===== config.mk =====
export PLATFORM = sky130hd
export DESIGN_NAME = tsp_serial_port
export DESIGN_NICKNAME = d
export VERILOG_FILES = /design/src/verilog/tsp_pkg.sv /design/src/verilog/tsp_serial_port.sv
export VERILOG_INCLUDE_DIRS = /design/src /design/src/verilog
export SDC_FILE = /design/constraint.sdc
export NUM_CORES = 1
export LEC_CHECK = 0
export ABC_AREA = 1
export BUFFER_PORTS_ARGS = -buffer_cell sky130_fd_sc_hd__buf_4
export CORE_UTILIZATION = 40
export CTS_BUF_LIST = sky130_fd_sc_hd__clkbuf_8
export DETAILED_ROUTE_END_ITERATION = 16
export PLACE_DENSITY = 0.78
export SETUP_SLACK_MARGIN = 0.2
export SLEW_MARGIN = 20
export SYNTH_ARGS = -nofsm -noshare
export SYNTH_HDL_FRONTEND = slang
export SYNTH_SLANG_ARGS = --single-unit

===== constraint.sdc =====
create_clock -name pclk -period 1.1 [get_ports pclk]
set_input_delay 0.055 -clock pclk [delete_from_list [all_inputs] [get_ports pclk]]
set_output_delay 0.055 -clock pclk [all_outputs]
set_load 0.1 [all_outputs]

===== src/verilog/tsp_consts.svh =====
`ifndef TSP_CONSTS_SVH
`define TSP_CONSTS_SVH

// Register byte offsets
`define TSP_OFF_CTRL 8'h00
`define TSP_OFF_DIR 8'h04
`define TSP_OFF_LATCH 8'h08
`define TSP_OFF_DATA 8'h0C
`define TSP_OFF_STAT 8'h10
`define TSP_OFF_MASK 8'h14
`define TSP_OFF_PINS 8'h18

// Control register fields
`define TSP_CTRL_SEL_LO 0
`define TSP_CTRL_SEL_HI 1
`define TSP_CTRL_TS 2
`define TSP_CTRL_OE 3

// Direction and latch fields
`define TSP_PIN_SI 0
`define TSP_PIN_SO 1
`define TSP_PIN_CK 2

// Reset values
`define TSP_CTRL_RST 4'h0
`define TSP_DIR_RST 3'h0
`define TSP_LATCH_RST 3'h0
`define TSP_MASK_RST 1'h0

// Transfer length and internal shift clock timing
`define TSP_BITS_PER_XFER 4'h8
`define TSP_PCLK_NS 8
`define TSP_SCK_HALF_NS 40
`define TSP_SCK_HALF_CYC (`TSP_SCK_HALF_NS / `TSP_PCLK_NS)

`endif


===== src/verilog/tsp_pkg.sv =====
package tsp_pkg;

    // Wait control state of the port
    typedef enum logic {TSP_WAIT, TSP_RUN} tsp_xfer_t;

endpackage : tsp_pkg


===== src/verilog/tsp_serial_port.sv =====
`timescale 1ns/1ps
`include "tsp_consts.svh"
// Behaviour
// - clock select zero is slave, else master
// - serial-in direction 0 floats the pin
// - serial-in direction 1 drives port latch
// - serial-out latch or float when output disabled
// - count rising shift clock pin edges while running
// - output enabled shifts MSB out on falls
// - rising edge samples serial-in into LSB
// - power-on, watchdog reset make pins inputs
// - chip-enable, clock stop keep pin directions
// - halt keeps every pin configuration
// - halt stops internal shift clock output
// - halt lets external clock keep shifting
// - halt leaves master shift register untouched
// - eight clocks then wait, counter holds eight
// - interrupt at rising edge counting eight
// - writing zero forces wait, clears counter
// - master waiting holds clock pin high
module tsp_serial_port
    import tsp_pkg::*;
#(
    parameter int HALF_CYCLES = `TSP_SCK_HALF_CYC
)
(
    // APB slave
    input wire logic pclk,
    input wire logic presetn,
    input wire logic psel,
    input wire logic penable,
    input wire logic pwrite,
    input wire logic [7:0] paddr,
    input wire logic [31:0] pwdata,
    output logic [31:0] prdata,
    output logic pready,
    output logic pslverr,
    // System events, same clock domain
    input wire logic watchdog_stack_reset,
    input wire logic ce_reset,
    input wire logic clock_stop,
    input wire logic halt,
    // Shift clock pin
    input wire logic shift_clock_pin_in,
    output logic shift_clock_pin_out,
    output logic shift_clock_pin_oe,
    // Serial out pin
    input wire logic serial_out_pin_in,
    output logic serial_out_pin_out,
    output logic serial_out_pin_oe,
    // Serial in pin
    input wire logic serial_in_pin_in,
    output logic serial_in_pin_out,
    output logic serial_in_pin_oe,
    // Interrupt
    output logic irq
);

    logic [1:0] clock_select_r;
    logic serial_output_enable_r;
    tsp_xfer_t xfer_r;
    logic [2:0] pin_dir_r;
    logic [2:0] port_latch_r;
    logic [7:0] serial_shift_register_r;
    logic [3:0] clk_count_r;
    logic so_bit_r;
    logic irq_stat_r;
    logic irq_mask_r;
    logic gen_clk_r;
    logic [15:0] div_r;
    logic [2:0] ck_sync_r;
    logic [1:0] si_sync_r;
    logic [1:0] so_sync_r;
    logic [31:0] prdata_r;

    logic master;
    logic running;
    logic ck_rise;
    logic ck_fall;
    logic setup_ph;
    logic wr_acc;
    logic rd_acc;
    logic mapped;
    logic ctrl_wr;
    logic port_reset;
    logic last_rise;
    logic [15:0] div_last;

    assign div_last = 16'(HALF_CYCLES - 1);
    assign master = (clock_select_r != 2'h0);
    assign running = (xfer_r == TSP_RUN);
    assign port_reset = ce_reset | clock_stop;

    // APB decode
    assign setup_ph = psel & ~penable;
    assign wr_acc = psel & penable & pwrite;
    assign rd_acc = psel & penable & ~pwrite;
    assign pready = 1'b1;
    always_comb
    begin
        if (paddr == `TSP_OFF_CTRL) mapped = 1'b1;
        else if (paddr == `TSP_OFF_DIR) mapped = 1'b1;
        else if (paddr == `TSP_OFF_LATCH) mapped = 1'b1;
        else if (paddr == `TSP_OFF_DATA) mapped = 1'b1;
        else if (paddr == `TSP_OFF_STAT) mapped = 1'b1;
        else if (paddr == `TSP_OFF_MASK) mapped = 1'b1;
        else if (paddr == `TSP_OFF_PINS) mapped = 1'b1;
        else mapped = 1'b0;
    end
    assign pslverr = psel & penable & ~mapped;
    assign ctrl_wr = wr_acc & (paddr == `TSP_OFF_CTRL);
    assign prdata = prdata_r;

    // Read data captured in the setup phase
    always_ff @(posedge pclk or negedge presetn)
    begin
        if (!presetn)
            prdata_r <= 32'h0;
        else if (setup_ph & ~pwrite)
        begin
            if (paddr == `TSP_OFF_CTRL)
                prdata_r <= {28'h0, serial_output_enable_r, running, clock_select_r};
            else if (paddr == `TSP_OFF_DIR)
                prdata_r <= {29'h0, pin_dir_r};
            else if (paddr == `TSP_OFF_LATCH)
                prdata_r <= {29'h0, port_latch_r};
            else if (paddr == `TSP_OFF_DATA)
                prdata_r <= {24'h0, serial_shift_register_r};
            else if (paddr == `TSP_OFF_STAT)
                prdata_r <= {31'h0, irq_stat_r};
            else if (paddr == `TSP_OFF_MASK)
                prdata_r <= {31'h0, irq_mask_r};
            else if (paddr == `TSP_OFF_PINS)
                prdata_r <= {25'h0, clk_count_r, ck_sync_r[1], so_sync_r[1], si_sync_r[1]};
            else
                prdata_r <= 32'h0;
        end
    end

    // Pin synchronisers; third clock stage only for edge detection
    always_ff @(posedge pclk or negedge presetn)
    begin
        if (!presetn)
        begin
            ck_sync_r <= 3'h7;
            si_sync_r <= 2'h0;
            so_sync_r <= 2'h0;
        end
        else
        begin
            ck_sync_r <= {ck_sync_r[1:0], shift_clock_pin_in};
            si_sync_r <= {si_sync_r[0], serial_in_pin_in};
            so_sync_r <= {so_sync_r[0], serial_out_pin_in};
        end
    end
    assign ck_rise = ck_sync_r[1] & ~ck_sync_r[2];
    assign ck_fall = ~ck_sync_r[1] & ck_sync_r[2];
    assign last_rise = running & ck_rise & (clk_count_r == `TSP_BITS_PER_XFER - 4'h1);

    // Mode and output enable; chip-enable reset and clock stop drop serial use
    always_ff @(posedge pclk or negedge presetn)
    begin
        if (!presetn)
        begin
            clock_select_r <= 2'(`TSP_CTRL_RST);
            serial_output_enable_r <= 1'b0;
        end
        else if (watchdog_stack_reset | port_reset)
        begin
            clock_select_r <= 2'h0;
            serial_output_enable_r <= 1'b0;
        end
        else if (ctrl_wr)
        begin
            clock_select_r <= {pwdata[`TSP_CTRL_SEL_HI], pwdata[`TSP_CTRL_SEL_LO]};
            serial_output_enable_r <= pwdata[`TSP_CTRL_OE];
        end
    end

    // Pin directions; only power-on and watchdog reset return them to input
    always_ff @(posedge pclk or negedge presetn)
    begin
        if (!presetn)
            pin_dir_r <= `TSP_DIR_RST;
        else if (watchdog_stack_reset)
            pin_dir_r <= `TSP_DIR_RST;
        else if (wr_acc & (paddr == `TSP_OFF_DIR))
            pin_dir_r <= pwdata[2:0];
    end

    // Port output latch
    always_ff @(posedge pclk or negedge presetn)
    begin
        if (!presetn)
            port_latch_r <= `TSP_LATCH_RST;
        else if (wr_acc & (paddr == `TSP_OFF_LATCH))
            port_latch_r <= pwdata[2:0];
    end

    // Wait control and clock counter
    always_ff @(posedge pclk or negedge presetn)
    begin
        if (!presetn)
        begin
            xfer_r <= TSP_WAIT;
            clk_count_r <= 4'h0;
        end
        else if (watchdog_stack_reset | port_reset | (ctrl_wr & ~pwdata[`TSP_CTRL_TS]))
        begin
            xfer_r <= TSP_WAIT;
            clk_count_r <= 4'h0;
        end
        else
        begin
            case (xfer_r)
                TSP_WAIT:
                begin
                    if (ctrl_wr & pwdata[`TSP_CTRL_TS])
                    begin
                        xfer_r <= TSP_RUN;
                        clk_count_r <= 4'h0;
                    end
                end
                TSP_RUN:
                begin
                    if (ck_rise)
                        clk_count_r <= clk_count_r + 4'h1;
                    if (last_rise)
                        xfer_r <= TSP_WAIT;
                end
                default:
                    xfer_r <= TSP_WAIT;
            endcase
        end
    end

    // Shift register: MSB out on falls, LSB in on rises, load by software
    always_ff @(posedge pclk or negedge presetn)
    begin
        if (!presetn)
        begin
            serial_shift_register_r <= 8'h0;
            so_bit_r <= 1'b0;
        end
        else
        begin
            if (wr_acc & (paddr == `TSP_OFF_DATA))
                serial_shift_register_r <= pwdata[7:0];
            else if (running & ck_rise)
                serial_shift_register_r <= {serial_shift_register_r[6:0], si_sync_r[1]};
            if (running & ck_fall & serial_output_enable_r)
                so_bit_r <= serial_shift_register_r[7];
        end
    end

    // Internal shift clock generator, idles high, frozen by halt
    always_ff @(posedge pclk or negedge presetn)
    begin
        if (!presetn)
        begin
            gen_clk_r <= 1'b1;
            div_r <= 16'h0;
        end
        else if (!running || !master)
        begin
            gen_clk_r <= 1'b1;
            div_r <= 16'h0;
        end
        else if (!halt)
        begin
            if (div_r >= div_last)
            begin
                div_r <= 16'h0;
                gen_clk_r <= ~gen_clk_r;
            end
            else
                div_r <= div_r + 16'h1;
        end
    end

    // Pin drivers follow mode, direction and enable, unaffected by halt
    always_comb
    begin
        shift_clock_pin_oe = pin_dir_r[`TSP_PIN_CK];
        if (master)
            shift_clock_pin_out = gen_clk_r;
        else
            shift_clock_pin_out = port_latch_r[`TSP_PIN_CK];
        serial_out_pin_oe = pin_dir_r[`TSP_PIN_SO];
        if (serial_output_enable_r)
            serial_out_pin_out = so_bit_r;
        else
            serial_out_pin_out = port_latch_r[`TSP_PIN_SO];
        serial_in_pin_oe = pin_dir_r[`TSP_PIN_SI];
        serial_in_pin_out = port_latch_r[`TSP_PIN_SI];
    end

    // Sticky status; only a read that returned the bit clears it, set wins
    always_ff @(posedge pclk or negedge presetn)
    begin
        if (!presetn)
        begin
            irq_stat_r <= 1'b0;
            irq_mask_r <= `TSP_MASK_RST;
        end
        else
        begin
            if (last_rise)
                irq_stat_r <= 1'b1;
            else if (rd_acc & (paddr == `TSP_OFF_STAT) & prdata_r[0])
                irq_stat_r <= 1'b0;
            if (wr_acc & (paddr == `TSP_OFF_MASK))
                irq_mask_r <= pwdata[0];
        end
    end
    assign irq = irq_stat_r & irq_mask_r;
endmodule : tsp_serial_port

==> summary.txt <==
Cells and area
  – Register area: around 1500 sq um
  – Fin cells: around 580
  – Fin nets: around 530
  – Area growth, synth to finish: 58.37%
  – Ratio of cells with drive above 1 in the final layout: between 50% and 60%
  – Fill count: around 570
  – Final cell utilization of the core: between 60% and 70%
  – Area of the multi-input gates: roughly 1600 sq um
  – ANT cells: 0

Setup path
  – Crit path max fanout: 2
  – Critical Path AT: 1.28 ns
  – Endpoint class of the critical path: primary output
  – Req. time, crit path: 1.04 ns
  – CP Class: reg -> out
  – Critical Path Start Type: register

Power
  – Pwr Density: approximately 1000 nW/um^2
  – P_leak: approximately 2.2 nW
  – Maximum vdd drop: 0.9331 mV
  – Pwr Total: ~4.8 mW

Routing
  – TritonRoute pass-1 iters: 4
  – DR WL met2: about 4100 microns
  – Antenna Nets Post-Route: 0
  – Routed vias: 2767
  – Met1 WL: roughly 3200 microns
  – DRT Wirelength: 7905 microns
  – 1st-iter DRT viols: between 100 and 150
  – DRC: 0
  – Post-DR vias/cell: ~4.8
  – Routed wire per std cell: 13.68 microns
  – Metal3 WL: ~380 microns
  – Uppermost layer routed: met4

Global routing
  – First-pass GRT wire length: 12560 microns
  – Initial antenna violation count: 0
  – Vias in the first global route: roughly 2700
  – Global-route usage over all layers: 21.74%
  – Global route overflow: 0
  – Largest net degree at the start of global routing: 28

Timing
  – RSZ-0062 raised after global routing: yes
  – Post-Route Hold Slack: roughly 0.033 ns
  – Max Clk Rate: about 750 MHz
  – Final Hold Viols: 0
  – Final Max Tran Viols: 0
  – Setup ws final: -0.2348 ns
  – Period utilization: 121.3%
  – Clock Skew: roughly 0.012 ns
  – Final min period: about 1.3 ns
  – Setup violation total in the final timing report: 36

Placement
  – Port-buffer cells: 43
  – Placed Cells: 533
  – Detailed placement HPWL: approximately 5400 microns
  – GP Congestion: between 0.8 and 0.9

Clock tree
  – Clk Latency, worst-skew pair: 0.34 ns
  – Root buf cell: clkbuf_8
  – Worst-path clk slew: ~0.060 ns
  – CTS H-tree lvls: 3
  – Clock buffer depth: 2
  – TritonCTS clock tree: done
  – Clock sinks: 57
  – CTS buffer count: 9

Yosys
  – Syn Std Cell Area: 3018 sq um
  – Cells after synthesis: 360
  – Yosys top cell area share: ~44%
  – Yosys warnings: 0
  – Top FF cell, synth: dfrtp_1
  – EDFF count, synth: 0
  – Yosys cell types: 38
  – Flops & latches, synth: 57
  – Post-Syn Area per Cell: roughly 8.4 sq um
  – Synth area leader: dfrtp_1
  – Seq/Total Area, Yosys: between 40% and 50%
  – Async SR Flop Fraction: 100.0%
  – Synth area leaders: dfrtp_1 (44%), nand2_1 (9.8%), buf_4 (6.5%)

Status
  – Status: finished, violations left
  – Violated checks: setup timing

Hold path
  – Hold crit path type: in -> reg

Floorplan
  – Row count: 31
  – Die W: approximately 89 microns
  – DIE HEIGHT: approximately 89 microns
  – Die footprint: between 7000 and 8000 sq um
  – Core area: around 7300 sq um
  – IO Pins: 93
  – Initial Util: 41.39%

Flow run
  – Max Cap Viol: 0
==> layout by cell type, fill, tap and decap left out, types with 7 or more instances in the layout <==
| cell | synthesis | final |
|---|---|---|
| buf_12 | 0 | 19 |
| buf_4 | 26 | 58 |
| buf_6 | 2 | 21 |
| clkbuf_8 | 0 | 12 |
| conb_1 | 2 | 25 |
| dfrtp_1 | 53 | 39 |
| dfrtp_2 | 0 | 8 |
| dlygate4sd3_1 | 0 | 7 |
| inv_1 | 40 | 30 |
| inv_2 | 7 | 13 |
| nand2_1 | 79 | 59 |
| nand2_2 | 6 | 20 |
| nand2_4 | 4 | 9 |
| nand3_1 | 37 | 22 |
| nand3_2 | 0 | 15 |
| nand4_1 | 7 | 7 |
| nor2_1 | 31 | 16 |
| nor2_2 | 2 | 8 |
| nor2_4 | 4 | 13 |
| o21ai_0 | 17 | 7 |
==> worst max-delay path, stage by stage (launching register included) <==
cell,delay (ns)
dfstp_2,0.54
inv_2,0.05
o21ai_4,0.16
buf_12,0.19
==> cell usage after synthesis (all sizes together) (2+ instances only) <==
library cell,instances
conb,2
dfrtp,53
o22ai,3
nand3,38
buf,29
inv,48
o21ai,20
a21oi,8
ha,3
nor2,37
dfstp,4
nand4,7
nor3,6
o211ai,5
nand2,89
==> metal layers <==
layer	global-route usage (%)	up-vias
li1	-	1332
met2	36.64	96
met3	5.784	21
met5	0	-
met4	11.73	0
met1	25.30	1318
==> layout make-up <==
cell class	count	share of cell area [%]
inverters	49	4.319
multi-input cells	248	33.87
clock inverters	4	0.3927
well taps	99	2.592
clock buffers	12	3.455
flip-flops and latches	57	30.63
repair buffers	109	24.74
==> where the power goes <==
group / leakage (nW) / switching [mW] / internal (mW)
sequential: 0.737 / 0.0171 / 2.12
clock: 0.103 / 0.815 / 0.981
combinational: 1.40 / 0.623 / 0.212
total: 2.24 / 1.46 / 3.32
==> logic make-up after synthesis <==
family / share of synthesized area (%)
adder cells (fa/ha/maj): 1.244
AND/OR/NAND/NOR: 28.86
flip-flops: 47.43
buffers and inverters: 13.72
multiplexers: 0.3317
AO/OA/AOI/OAI: 8.168
other: 0.2488
==> metrics by stage <==
stage          TNS, ns  setup slack [ns]  instance area (sq um)
2_1_floorplan   -1.248           -0.2151                   3298
3_3_place_gp    -1.549           -0.1327                   3831
3_5_place_dp    -2.599           -0.1639                   3831
4_1_cts         -3.747           -0.2596                   4617
5_1_grt         -7.999           -0.2845                   4780
6_report        -5.570           -0.2348                   4780
==> final timing paths <==
path | startpoint | end | depth (start not counted) | slack (ns)
max in group asynchronous | presetn | ck_sync_r[1]$_DFF_PN1_ | 3 | 0.39
min reg2reg | so_sync_r[0]$_DFF_PN0_ | so_sync_r[1]$_DFF_PN0_ | 0 | 0.35
min in group asynchronous | presetn | serial_shift_register_r[0]$_DFFE_PN0P_ | 2 | 0.17
min | halt | div_r[12]$_DFFE_PN0P_ | 3 | 0.03
max | gen_clk_r$_DFFE_PN1P_ | shift_clock_pin_out | 3 | -0.23
max reg2reg | clock_select_r[0]$_DFFE_PN0P_ | div_r[4]$_DFFE_PN0P_ | 8 | -0.22
==> what timing repair did <==
item | CTS | global route
pin swaps | 38 | 23
endpoints found under the setup margin | 53 | 57
hold buffers | 7 | 0
buffers inserted | 13 | 8
cloned | 1 | 0
endpoints found under the hold margin | 59 | 0
resized for setup | 117 | 34
==> flip-flops by register name, summed over array words and instances (netlist names) <==
register                 cells
ck_sync_r                    3
clk_count_r                  4
clock_select_r               2
div_r                       16
gen_clk_r                    1
irq_mask_r                   1
irq_stat_r                   1
pin_dir_r                    3
port_latch_r                 3
prdata                       8
running                      1
serial_output_enable_r       1
serial_shift_register_r      8
si_sync_r                    2
so_bit_r                     1
so_sync_r                    2
No activity file was read; power rests on OpenSTA's default activity.
